<file path="config.mk">
export PLATFORM = sky130hd
export DESIGN_NAME = adc_sequencer_control
export DESIGN_NICKNAME = d
export VERILOG_FILES = /design/src/include/adc_seq_pkg.sv /design/src/core/adc_clock_divider.sv /design/src/core/adc_result_store.sv /design/src/core/adc_sequencer_control.sv
export SDC_FILE = /design/constraint.sdc
export NUM_CORES = 1
export LEC_CHECK = 0
export BUFFER_PORTS_ARGS = -buffer_cell sky130_fd_sc_hd__buf_2
export CORE_ASPECT_RATIO = 1.75
export CORE_UTILIZATION = 49
export DETAILED_ROUTE_END_ITERATION = 10
export PLACE_DENSITY = 0.8
export SETUP_SLACK_MARGIN = 0.15
export SYNTH_ARGS = -nofsm -noshare
export SYNTH_HDL_FRONTEND = slang
export SYNTH_SLANG_ARGS = --single-unit
</file>
<file path="constraint.sdc">
create_clock -name sys_clk_i -period 2.55 [get_ports sys_clk_i]
set_input_delay 0.1275 -clock sys_clk_i [delete_from_list [all_inputs] [get_ports sys_clk_i]]
set_output_delay 0.1275 -clock sys_clk_i [all_outputs]
set_load 0.05 [all_outputs]
</file>
<file path="src/include/adc_seq_pkg.sv">
// Purpose: Shared constants and types for the converter sequencer control block.
// Assumes: APB slave with 32-bit data, one aligned word per register.
// Notes: Offsets are byte addresses; registers are eight bits wide in the low lanes.
package adc_seq_pkg;
    // Register byte offsets (printed offsets 70h, 71h, 72h are indices; byte address is four times).
    localparam logic [7:0] CSR_INDEX = 8'h70;
    localparam logic [7:0] RESULT_HIGH_INDEX = 8'h71;
    localparam logic [7:0] RESULT_LOW_INDEX = 8'h72;
    localparam logic [11:0] CSR_ADDR = {2'h0, CSR_INDEX, 2'h0};
    localparam logic [11:0] RESULT_HIGH_ADDR = {2'h0, RESULT_HIGH_INDEX, 2'h0};
    localparam logic [11:0] RESULT_LOW_ADDR = {2'h0, RESULT_LOW_INDEX, 2'h0};
    // Control/status field positions.
    localparam int DONE_BIT = 7;
    localparam int RATE_BIT = 6;
    localparam int ON_BIT = 5;
    localparam int RESERVED_BIT = 4;
    localparam int CHANNEL_LSB = 0;
    localparam int CHANNEL_WIDTH = 4;
    // Reset values.
    localparam logic [7:0] CSR_RESET = 8'h00;
    localparam logic [9:0] RESULT_RESET = 10'h000;
    // Converter clock dividers: rate bit zero gives divide by four, one gives divide by two.
    localparam logic [1:0] DIV_SLOW_LAST = 2'h3;
    localparam logic [1:0] DIV_FAST_LAST = 2'h1;
    // Converter clock cycles per conversion, from start or restart to the done flag.
    localparam logic [4:0] CONV_CYCLES = 5'h0e;
    // Settling time after leaving halt, in nanoseconds, and its count in 8 ns cycles.
    localparam int SETTLE_TIME_NS = 1000;
    localparam int SYS_CLK_PERIOD_NS = 8;
    localparam logic [7:0] SETTLE_CYCLES = 8'((SETTLE_TIME_NS + SYS_CLK_PERIOD_NS - 1) / SYS_CLK_PERIOD_NS);
    // Sequencer states.
    typedef enum logic [1:0] {ST_OFF, ST_SETTLE, ST_CONVERT} seq_state_t;
endpackage : adc_seq_pkg

</file>
<file path="src/core/adc_clock_divider.sv">
// Purpose: Makes the one-cycle converter clock tick from the system clock.
// Assumes: Synchronous active-high reset; clear restarts the count.
// Notes: The tick is a strobe, not a clock, so the whole block stays in one domain.
`timescale 1ns/100ps
module adc_clock_divider
    import adc_seq_pkg::*;
(
    input wire logic sys_clk_i,
    input wire logic reset_i,
    input wire logic clear_i,
    input wire logic fast_i,
    output logic tick_o
);
    // All state of the divider in one record.
    typedef struct packed {
        logic [1:0] count;
        logic tick;
    } div_state_t;

    div_state_t state_r;
    div_state_t state_nxt;

    // Count up to the chosen terminal value and pulse once per wrap.
    always_comb
    begin
        state_nxt = state_r;
        state_nxt.tick = 1'b0;
        if (clear_i)
        begin
            // Restart one step in: the registered start costs one cycle, so a conversion
            // lasts exactly its converter clocks from start to start.
            state_nxt.count = 2'h1;
        end
        else if (state_r.count >= (fast_i ? DIV_FAST_LAST : DIV_SLOW_LAST))
        begin
            state_nxt.count = 2'h0;
            state_nxt.tick = 1'b1;
        end
        else
        begin
            state_nxt.count = state_r.count + 2'h1;
        end
    end

    // Register the divider state.
    always_ff @(posedge sys_clk_i)
    begin
        if (reset_i)
        begin
            state_r <= '0;
        end
        else
        begin
            state_r <= state_nxt;
        end
    end

    assign tick_o = state_r.tick;
endmodule : adc_clock_divider

</file>
<file path="src/core/adc_result_store.sv">
// Purpose: Holds the ten-bit result and presents it as the high and low result bytes.
// Assumes: Load strobe comes one cycle wide from the sequencer.
// Notes: Not latched against reading; each load overwrites both bytes.
`timescale 1ns/100ps
module adc_result_store
    import adc_seq_pkg::*;
(
    input wire logic sys_clk_i,
    input wire logic reset_i,
    input wire logic load_i,
    input wire logic [9:0] data_i,
    output logic [7:0] high_o,
    output logic [7:0] low_o
);
    // The stored word is the only state.
    typedef struct packed {
        logic [9:0] word;
    } store_state_t;

    store_state_t state_r;
    store_state_t state_nxt;

    // A new result replaces the old one whole.
    always_comb
    begin
        state_nxt = state_r;
        if (load_i)
        begin
            state_nxt.word = data_i;
        end
    end

    // Register the stored result.
    always_ff @(posedge sys_clk_i)
    begin
        if (reset_i)
        begin
            state_r.word <= RESULT_RESET;
        end
        else
        begin
            state_r <= state_nxt;
        end
    end

    // Upper eight bits high; two bits low with zeros above them.
    assign high_o = state_r.word[9:2];
    assign low_o = {6'h00, state_r.word[1:0]};
endmodule : adc_result_store

</file>
<file path="src/core/adc_sequencer_control.sv">
// Purpose: Control logic for a ten-bit successive approximation converter with sixteen inputs.
// Assumes: APB slave, inputs synchronous to sys_clk_i, analog core answers with a ten-bit code.
// Notes: The analog core reports full scale and zero itself; this block passes codes through.
//
// Operation
// - High result holds result bits nine to two.
// - Low result holds bits one, zero; rest zero.
// - Over upper reference reads FFh, 03h, no overflow.
// - Under lower reference reads zero in both.
// - Converter-on starts continuous conversion of channel.
// - Clearing converter-on stops conversion, powers down.
// - Each completion sets done and updates results (a completion in the same cycle as a control write does neither).
// - High read or control write clears done (a completion in the same cycle as a high read leaves done set).
// - Channel change aborts, clears done, restarts conversion.
// - Channel field is plain binary input index.
// - Rate bit zero divides by four, one by two.
// - Done bit read-only; other control bits writable.
// - Results not latched; each completion overwrites.
// - Wait mode does not affect conversion.
// - Halt disables converter; settle after wake-up.
// - Reset clears control and result registers.
//
// The implementer's own choices: the register offsets and the APB interface to the registers.
`timescale 1ns/100ps
module adc_sequencer_control
    import adc_seq_pkg::*;
(
    input wire logic sys_clk_i,
    input wire logic reset_i,
    // APB slave port.
    input wire logic psel_i,
    input wire logic penable_i,
    input wire logic pwrite_i,
    input wire logic [11:0] paddr_i,
    input wire logic [31:0] pwdata_i,
    output logic [31:0] prdata_o,
    output logic pready_o,
    output logic pslverr_o,
    // Processor low-power state.
    input wire logic wait_mode_i,
    input wire logic halt_mode_i,
    // Analog core side.
    input wire logic [9:0] conv_code_i,
    output logic [3:0] analog_input_n_o,
    output logic converter_power_o,
    output logic sample_start_o,
    output logic converter_tick_o,
    output logic conversion_active_o
);
    // All sequencer state in one record.
    typedef struct packed {
        seq_state_t fsm;
        logic done;
        logic rate;
        logic on;
        logic [3:0] channel;
        logic [4:0] cycles;
        logic [7:0] settle;
        logic was_halted;
        logic [31:0] rdata;
        logic ready;
        logic slverr;
        logic start;
        logic tick_out;
        logic power;
        logic active;
    } ctl_state_t;

    ctl_state_t state_r;
    ctl_state_t state_nxt;

    logic tick;
    logic [7:0] high_byte;
    logic [7:0] low_byte;
    logic load;
    logic divider_clear;
    logic setup;
    logic wr_csr;
    logic rd_high;

    // Recognise a register address; used for the read mux and the error answer.
    function automatic logic addr_hit(input logic [11:0] addr, input logic [11:0] reg_addr);
        addr_hit = (addr == reg_addr);
    endfunction : addr_hit

    // Converter clock strobe; restarted with each conversion start.
    adc_clock_divider u_divider
    (
        .sys_clk_i(sys_clk_i),
        .reset_i(reset_i),
        .clear_i(divider_clear),
        .fast_i(state_r.rate),
        .tick_o(tick)
    );

    // Result bytes built from the stored word.
    adc_result_store u_store
    (
        .sys_clk_i(sys_clk_i),
        .reset_i(reset_i),
        .load_i(load),
        .data_i(conv_code_i),
        .high_o(high_byte),
        .low_o(low_byte)
    );

    // Bus phases: each access completes in its first access cycle.
    assign setup = psel_i && !penable_i;
    assign wr_csr = setup && pwrite_i && addr_hit(paddr_i, CSR_ADDR);
    assign rd_high = setup && !pwrite_i && addr_hit(paddr_i, RESULT_HIGH_ADDR);

    // Completion loads the store; the store is written in the same cycle as done rises.
    assign load = (state_r.fsm == ST_CONVERT) && tick && (state_r.cycles == CONV_CYCLES - 5'h1)
        && !wr_csr;
    assign divider_clear = state_nxt.start;

    // Next-state logic for control bits, sequencer and bus answers.
    always_comb
    begin
        state_nxt = state_r;
        state_nxt.start = 1'b0;
        state_nxt.ready = 1'b0;
        state_nxt.slverr = 1'b0;
        state_nxt.tick_out = 1'b0;

        // Bus answer is formed in the setup cycle and shown in the access cycle.
        if (setup)
        begin
            state_nxt.ready = 1'b1;
            state_nxt.rdata = 32'h0000_0000;
            if (addr_hit(paddr_i, CSR_ADDR))
            begin
                state_nxt.rdata[7:0] = {state_r.done, state_r.rate, state_r.on, 1'b0, state_r.channel};
            end
            else if (addr_hit(paddr_i, RESULT_HIGH_ADDR))
            begin
                state_nxt.rdata[7:0] = high_byte;
            end
            else if (addr_hit(paddr_i, RESULT_LOW_ADDR))
            begin
                state_nxt.rdata[7:0] = low_byte;
            end
            else
            begin
                // Unmapped addresses answer with an error and zero data.
                state_nxt.slverr = 1'b1;
            end
        end

        // Sequencer; wait mode is deliberately not an input to it.
        case (state_r.fsm)
            ST_OFF:
            begin
                state_nxt.power = 1'b0;
                state_nxt.active = 1'b0;
                if (state_r.on && !halt_mode_i)
                begin
                    // Power up at once; after halt, start converting only once settle time has passed.
                    state_nxt.power = 1'b1;
                    state_nxt.settle = state_r.was_halted ? SETTLE_CYCLES : 8'h00;
                    state_nxt.fsm = ST_SETTLE;
                end
            end
            ST_SETTLE:
            begin
                if (state_r.settle == 8'h00)
                begin
                    state_nxt.was_halted = 1'b0;
                    state_nxt.fsm = ST_CONVERT;
                    state_nxt.cycles = 5'h00;
                    state_nxt.start = 1'b1;
                    state_nxt.active = 1'b1;
                end
                else
                begin
                    state_nxt.settle = state_r.settle - 8'h01;
                end
            end
            ST_CONVERT:
            begin
                if (tick)
                begin
                    state_nxt.tick_out = 1'b1;
                    if (state_r.cycles == CONV_CYCLES - 5'h1)
                    begin
                        // Done, then straight into the next conversion.
                        state_nxt.done = 1'b1;
                        state_nxt.cycles = 5'h00;
                        state_nxt.start = 1'b1;
                    end
                    else
                    begin
                        state_nxt.cycles = state_r.cycles + 5'h1;
                    end
                end
            end
            default:
            begin
                state_nxt.fsm = ST_OFF;
            end
        endcase

        // Reading the high result clears done; a new completion in the same cycle wins.
        if (rd_high && !load)
        begin
            state_nxt.done = 1'b0;
        end

        // Control write: done bit ignored from the bus, but the write clears it.
        if (wr_csr)
        begin
            state_nxt.done = 1'b0;
            state_nxt.rate = pwdata_i[RATE_BIT];
            state_nxt.on = pwdata_i[ON_BIT];
            state_nxt.channel = pwdata_i[CHANNEL_LSB +: CHANNEL_WIDTH];
            if (state_r.fsm == ST_CONVERT && pwdata_i[ON_BIT]
                && pwdata_i[CHANNEL_LSB +: CHANNEL_WIDTH] != state_r.channel)
            begin
                // Abort and restart on the new channel.
                state_nxt.cycles = 5'h00;
                state_nxt.start = 1'b1;
                state_nxt.tick_out = 1'b0;
            end
        end

        // Converter off or processor halted: stop at once and power down.
        if (!state_nxt.on || halt_mode_i)
        begin
            state_nxt.fsm = ST_OFF;
            state_nxt.power = 1'b0;
            state_nxt.active = 1'b0;
            state_nxt.start = 1'b0;
            state_nxt.tick_out = 1'b0;
            state_nxt.cycles = 5'h00;
        end
        if (halt_mode_i)
        begin
            state_nxt.was_halted = 1'b1;
        end
    end

    // Register every bit of state; reset clears control and answers.
    always_ff @(posedge sys_clk_i)
    begin
        if (reset_i)
        begin
            state_r <= '0;
            state_r.fsm <= ST_OFF;
        end
        else
        begin
            state_r <= state_nxt;
        end
    end

    // Outputs straight from flip-flops.
    assign prdata_o = state_r.rdata;
    assign pready_o = state_r.ready;
    assign pslverr_o = state_r.slverr;
    assign analog_input_n_o = state_r.channel;
    assign converter_power_o = state_r.power;
    assign sample_start_o = state_r.start;
    assign converter_tick_o = state_r.tick_out;
    assign conversion_active_o = state_r.active;
endmodule : adc_sequencer_control

</file>
==> impl_metrics.xml <==
<?xml version="1.0" encoding="UTF-8"?>
<metrics>
  <group name="status">
    <metric name="status" unit="">finished, final reports clean</metric>
  </group>
  <group name="power_and_ir_drop">
    <metric name="power_leakage" unit="nW">1.26</metric>
    <metric name="total_power_divided_by_cell_area" unit="mW/mm^2">511</metric>
    <metric name="power.ir.vdd_worst" unit="mV">0.419</metric>
    <metric name="totalPowerFinal" unit="mW">1.53</metric>
  </group>
  <group name="critical_path">
    <metric name="crit_arrival" unit="ns">2.33</metric>
    <metric name="worstSetupStartpointType" unit="">flop</metric>
    <metric name="cp-end-kind" unit="">flop</metric>
    <metric name="critPathMaxFanout" unit="">10</metric>
    <metric name="cp_data_required_time" unit="ns">2.72</metric>
    <metric name="critPathKind" unit="">flop to flop</metric>
  </group>
  <group name="routing">
    <metric name="wire_per_inst" unit="um">12.9</metric>
    <metric name="remaining_drc_errors" unit="">0</metric>
    <metric name="detail_route.wirelength" unit="mm">5.57</metric>
    <metric name="detailedRoute.firstPassIterationCount" unit="">4</metric>
    <metric name="via_count" unit="">2301</metric>
    <metric name="drt.antenna.violating_nets" unit="">0</metric>
    <metric name="drt-initial-drc-count" unit="">44</metric>
    <metric name="via_per_inst" unit="">5.33</metric>
  </group>
  <group name="synthesis">
    <metric name="number_of_warnings_reported_in_the_yosys_synthesis_log" unit="">0</metric>
    <metric name="synth_cells" unit="">322</metric>
    <metric name="synth.cell_area" unit="mm^2">0.00275</metric>
    <metric name="synth.avg_cell_area" unit="um^2">8.55</metric>
    <metric name="postSynth.topFlopCell" unit="">sky130_fd_sc_hd__dfxtp_1</metric>
    <metric name="postSynth.asyncResetShare" unit="">0</metric>
    <metric name="synth_seq_cells" unit="">50</metric>
    <metric name="synth_enable_flop_cells" unit="">0</metric>
    <metric name="synth_cell_type_count" unit="">50</metric>
    <metric name="synth-seq-area-share" unit="">0.363</metric>
  </group>
  <group name="timing">
    <metric name="finalWorstPathRequiredPeriod" unit="ns">2.16</metric>
    <metric name="final_max_slew_viol_count" unit="">0</metric>
    <metric name="rsz0062_at_grt" unit="">no</metric>
    <metric name="setup_violations" unit="">0</metric>
    <metric name="achievable-frequency" unit="GHz">0.464</metric>
    <metric name="timing.clock.skew" unit="ns">0.0112</metric>
    <metric name="timing_worst_slew_pin_value" unit="ns">0.747</metric>
    <metric name="report.final.hold_viol_count" unit="">0</metric>
    <metric name="max_slew_margin" unit="">0.494</metric>
    <metric name="tns" unit="ns">0</metric>
    <metric name="share_of_the_clock_period_used_by_the_worst_path" unit="">0.845</metric>
  </group>
  <group name="final_layout">
    <metric name="fin_nets" unit="">425</metric>
    <metric name="layout_cell_share_with_drive_strength_beyond_1" unit="">0.212</metric>
    <metric name="nFillCells" unit="">515</metric>
    <metric name="diodes" unit="">0</metric>
    <metric name="syn_to_final_growth" unit="%">8.45</metric>
  </group>
  <group name="min_path">
    <metric name="min_path_type" unit="">input pin to flop</metric>
  </group>
  <group name="place">
    <metric name="buffer_ports.inserted" unit="">51</metric>
    <metric name="dp_hpwl" unit="mm">4.32</metric>
    <metric name="place_congestion" unit="">0.843</metric>
  </group>
  <group name="clock_tree">
    <metric name="cts_tree" unit="">yes</metric>
    <metric name="cts_setup_buffers" unit="">0</metric>
    <metric name="clockRootBuffer" unit="">sky130_fd_sc_hd__clkbuf_8</metric>
    <metric name="worst_skew_pair.late_latency" unit="ns">0.31</metric>
    <metric name="post_cts_gate_resize_count" unit="">0</metric>
    <metric name="cts_made_buffers" unit="">5</metric>
    <metric name="cts.clk_slew.worst_paths" unit="ns">0.10</metric>
    <metric name="clkSinkCount" unit="">50</metric>
    <metric name="clock_path_buffers" unit="">2</metric>
    <metric name="clock_tree.htree_level_count" unit="">2</metric>
    <metric name="post_cts_hold_buffer_count" unit="">0</metric>
  </group>
  <group name="floorplanning">
    <metric name="core" unit="mm^2">0.00534</metric>
    <metric name="initial_core_util" unit="">0.515</metric>
    <metric name="io_pins" unit="">103</metric>
    <metric name="die_x" unit="um">58.7</metric>
    <metric name="floorplan.die.height" unit="um">101</metric>
    <metric name="num_rows" unit="">35</metric>
    <metric name="die_area" unit="mm^2">0.00594</metric>
  </group>
  <group name="global_route">
    <metric name="grt_max_degree" unit="">39</metric>
    <metric name="grt_first_pass_wirelength" unit="mm">9.27</metric>
    <metric name="grtUsageTotal" unit="">0.201</metric>
    <metric name="antenna_found_initial" unit="">0</metric>
    <metric name="grt_total_ovfl" unit="">0</metric>
    <metric name="grt_pass1_vias" unit="">2245</metric>
  </group>
  <group name="run">
    <metric name="timing.max_cap.violations" unit="">0</metric>
  </group>
</metrics>
[layout by cell type (no fill, tap or decap), types with 3 or more instances in the layout]
| master | netlist | layout |
|---|---|---|
| sky130_fd_sc_hd__buf_2 | 2 | 51 |
| sky130_fd_sc_hd__dfxtp_1 | 50 | 50 |
| sky130_fd_sc_hd__nor2_1 | 32 | 32 |
| sky130_fd_sc_hd__nand2_1 | 25 | 25 |
| sky130_fd_sc_hd__conb_1 | 1 | 24 |
| sky130_fd_sc_hd__a21oi_1 | 18 | 18 |
| sky130_fd_sc_hd__mux2i_1 | 16 | 16 |
| sky130_fd_sc_hd__inv_1 | 13 | 13 |
| sky130_fd_sc_hd__o21ai_1 | 12 | 12 |
| sky130_fd_sc_hd__nor3_1 | 10 | 10 |
| sky130_fd_sc_hd__a31oi_1 | 8 | 8 |
| sky130_fd_sc_hd__o21ai_0 | 7 | 7 |
| sky130_fd_sc_hd__ha_1 | 7 | 7 |
| sky130_fd_sc_hd__or3_1 | 5 | 5 |
| sky130_fd_sc_hd__nor2b_1 | 5 | 5 |
| sky130_fd_sc_hd__a22oi_1 | 5 | 5 |
| sky130_fd_sc_hd__nor4_1 | 5 | 5 |
| sky130_fd_sc_hd__xnor2_1 | 5 | 5 |
| sky130_fd_sc_hd__clkbuf_8 | 0 | 5 |
| sky130_fd_sc_hd__nand4b_1 | 4 | 4 |
| sky130_fd_sc_hd__nand2b_1 | 4 | 4 |
| sky130_fd_sc_hd__o31ai_1 | 4 | 4 |
| sky130_fd_sc_hd__nand4_1 | 3 | 3 |
| sky130_fd_sc_hd__nand3_1 | 3 | 3 |
| sky130_fd_sc_hd__nor4b_1 | 3 | 3 |
[metrics by stage]
step	util	instance area (um^2)	hold slack [ns]	cells	setup slack (ns)
final	0.559	2990	0.0417	432	0.395
after floorplan	-	2840	0.268	345	0.500
after CTS	0.559	2990	0.0403	432	0.411
after detailed placement	0.537	2870	0.368	424	0.419
after global routing	0.559	2990	0.0509	432	0.242
after global placement	0.537	2870	0.359	424	0.458
[worst max-delay path, stage by stage (launching register included)]
cell                      delay (ns)
sky130_fd_sc_hd__dfxtp_1        0.34
sky130_fd_sc_hd__inv_1          0.09
sky130_fd_sc_hd__ha_1           0.19
sky130_fd_sc_hd__or3b_1         0.47
sky130_fd_sc_hd__nor4_1         0.34
sky130_fd_sc_hd__buf_4          0.24
sky130_fd_sc_hd__nor2_1         0.08
sky130_fd_sc_hd__a31oi_1        0.18
sky130_fd_sc_hd__a21oi_1        0.09
[cells by family after synthesis]
group	count (synthesis)	share of synthesized area
and+or+nand+nor	115	0.239
xor gates and xnor gates	5	0.0159
buffers and inverters	63	0.141
adders and majority gates	7	0.0318
other	1	0.00136
muxes	17	0.0622
DFF	50	0.363
AOI/OAI and AO/OA	64	0.145
[state kept, by name, indices dropped and copies added (netlist names)]
register / count
u_divider.state_r: 2
pready_o: 1
conversion_active_o: 1
converter_power_o: 1
pslverr_o: 1
prdata_o: 8
u_store.state_r: 10
analog_input_n_o: 4
u_divider.tick_o: 1
converter_tick_o: 1
sample_start_o: 1
state_r: 19
[power by group]
group / total (mW) / internal, mW / switching (mW)
combinational: 0.153 / 0.0318 / 0.121
sequential: 0.789 / 0.786 / 0.00343
clock: 0.585 / 0.298 / 0.288
[routing by layer]
layer | wire, um | GRT usage | share of wire
met1 | 2030 | 0.188 | 0.37
met2 | 3140 | 0.397 | 0.56
met3 | 264 | 0.0332 | 0.047
met4 | 133 | 0.108 | 0.024
met5 | 0 | 0 | 0
[Yosys cell counts, types with 2 or more instances]
cell type                  number  area share
sky130_fd_sc_hd__dfxtp_1       50        0.36
sky130_fd_sc_hd__o22ai_1        2      0.0045
sky130_fd_sc_hd__nor3_1        10       0.018
sky130_fd_sc_hd__inv_2          2      0.0027
sky130_fd_sc_hd__inv_1         13       0.018
sky130_fd_sc_hd__nor4b_1        3      0.0095
sky130_fd_sc_hd__o31ai_1        4       0.011
sky130_fd_sc_hd__and2_1         2      0.0045
sky130_fd_sc_hd__nand4b_1       4       0.013
sky130_fd_sc_hd__buf_4         36       0.098
sky130_fd_sc_hd__or4_4          2      0.0082
sky130_fd_sc_hd__nand2b_1       4      0.0091
sky130_fd_sc_hd__nand2_1       25       0.034
sky130_fd_sc_hd__a31oi_1        8       0.018
sky130_fd_sc_hd__nor2b_1        5       0.011
sky130_fd_sc_hd__nor4_4         2       0.015
sky130_fd_sc_hd__o21ai_0        7       0.013
sky130_fd_sc_hd__nor4_1         5       0.011
sky130_fd_sc_hd__a22oi_1        5       0.014
sky130_fd_sc_hd__mux2i_1       16       0.058
sky130_fd_sc_hd__nor2_1        32       0.044
sky130_fd_sc_hd__o21ai_1       12       0.022
sky130_fd_sc_hd__nand3b_1       2      0.0055
sky130_fd_sc_hd__buf_2          2      0.0036
sky130_fd_sc_hd__ha_1           7       0.032
sky130_fd_sc_hd__a21oi_1       18       0.033
sky130_fd_sc_hd__buf_6          2      0.0082
sky130_fd_sc_hd__clkbuf_1       7      0.0095
sky130_fd_sc_hd__nand4_1        3      0.0068
sky130_fd_sc_hd__or3_1          5       0.011
sky130_fd_sc_hd__xnor2_1        5       0.016
sky130_fd_sc_hd__or3b_1         2      0.0064
sky130_fd_sc_hd__nand3_1        3      0.0055
[final timing paths]
check,from,endpoint,slack (ns),cells past startpoint
setup reg to reg,state_r[39]$_SDFFE_PP0P_,state_r[45]$_SDFFE_PP0P_,0.39,8
setup / recovery,state_r[39]$_SDFFE_PP0P_,state_r[45]$_SDFFE_PP0P_,0.39,8
hold / removal,conv_code_i[0],u_store.state_r[0]$_SDFFE_PP0N_,0.04,3
hold reg to reg,u_store.state_r[4]$_SDFFE_PP0N_,prdata_o[2]$_SDFFE_PP0N_,0.46,2
[final cells by class]
| type | instances | area, um^2 | share of cell area |
|---|---|---|---|
| Tap cell | 74 | 92.6 | 0.0310 |
| Multi-Input combinational cell | 232 | 1450 | 0.486 |
| Timing Repair Buffer | 53 | 270 | 0.0905 |
| Sequential cell | 50 | 1000 | 0.335 |
| Clock buffer | 5 | 68.8 | 0.0230 |
| Inverter | 15 | 56.3 | 0.0189 |
| Clock inverter | 3 | 47.5 | 0.0159 |
(Power assumes the default switching activity.)
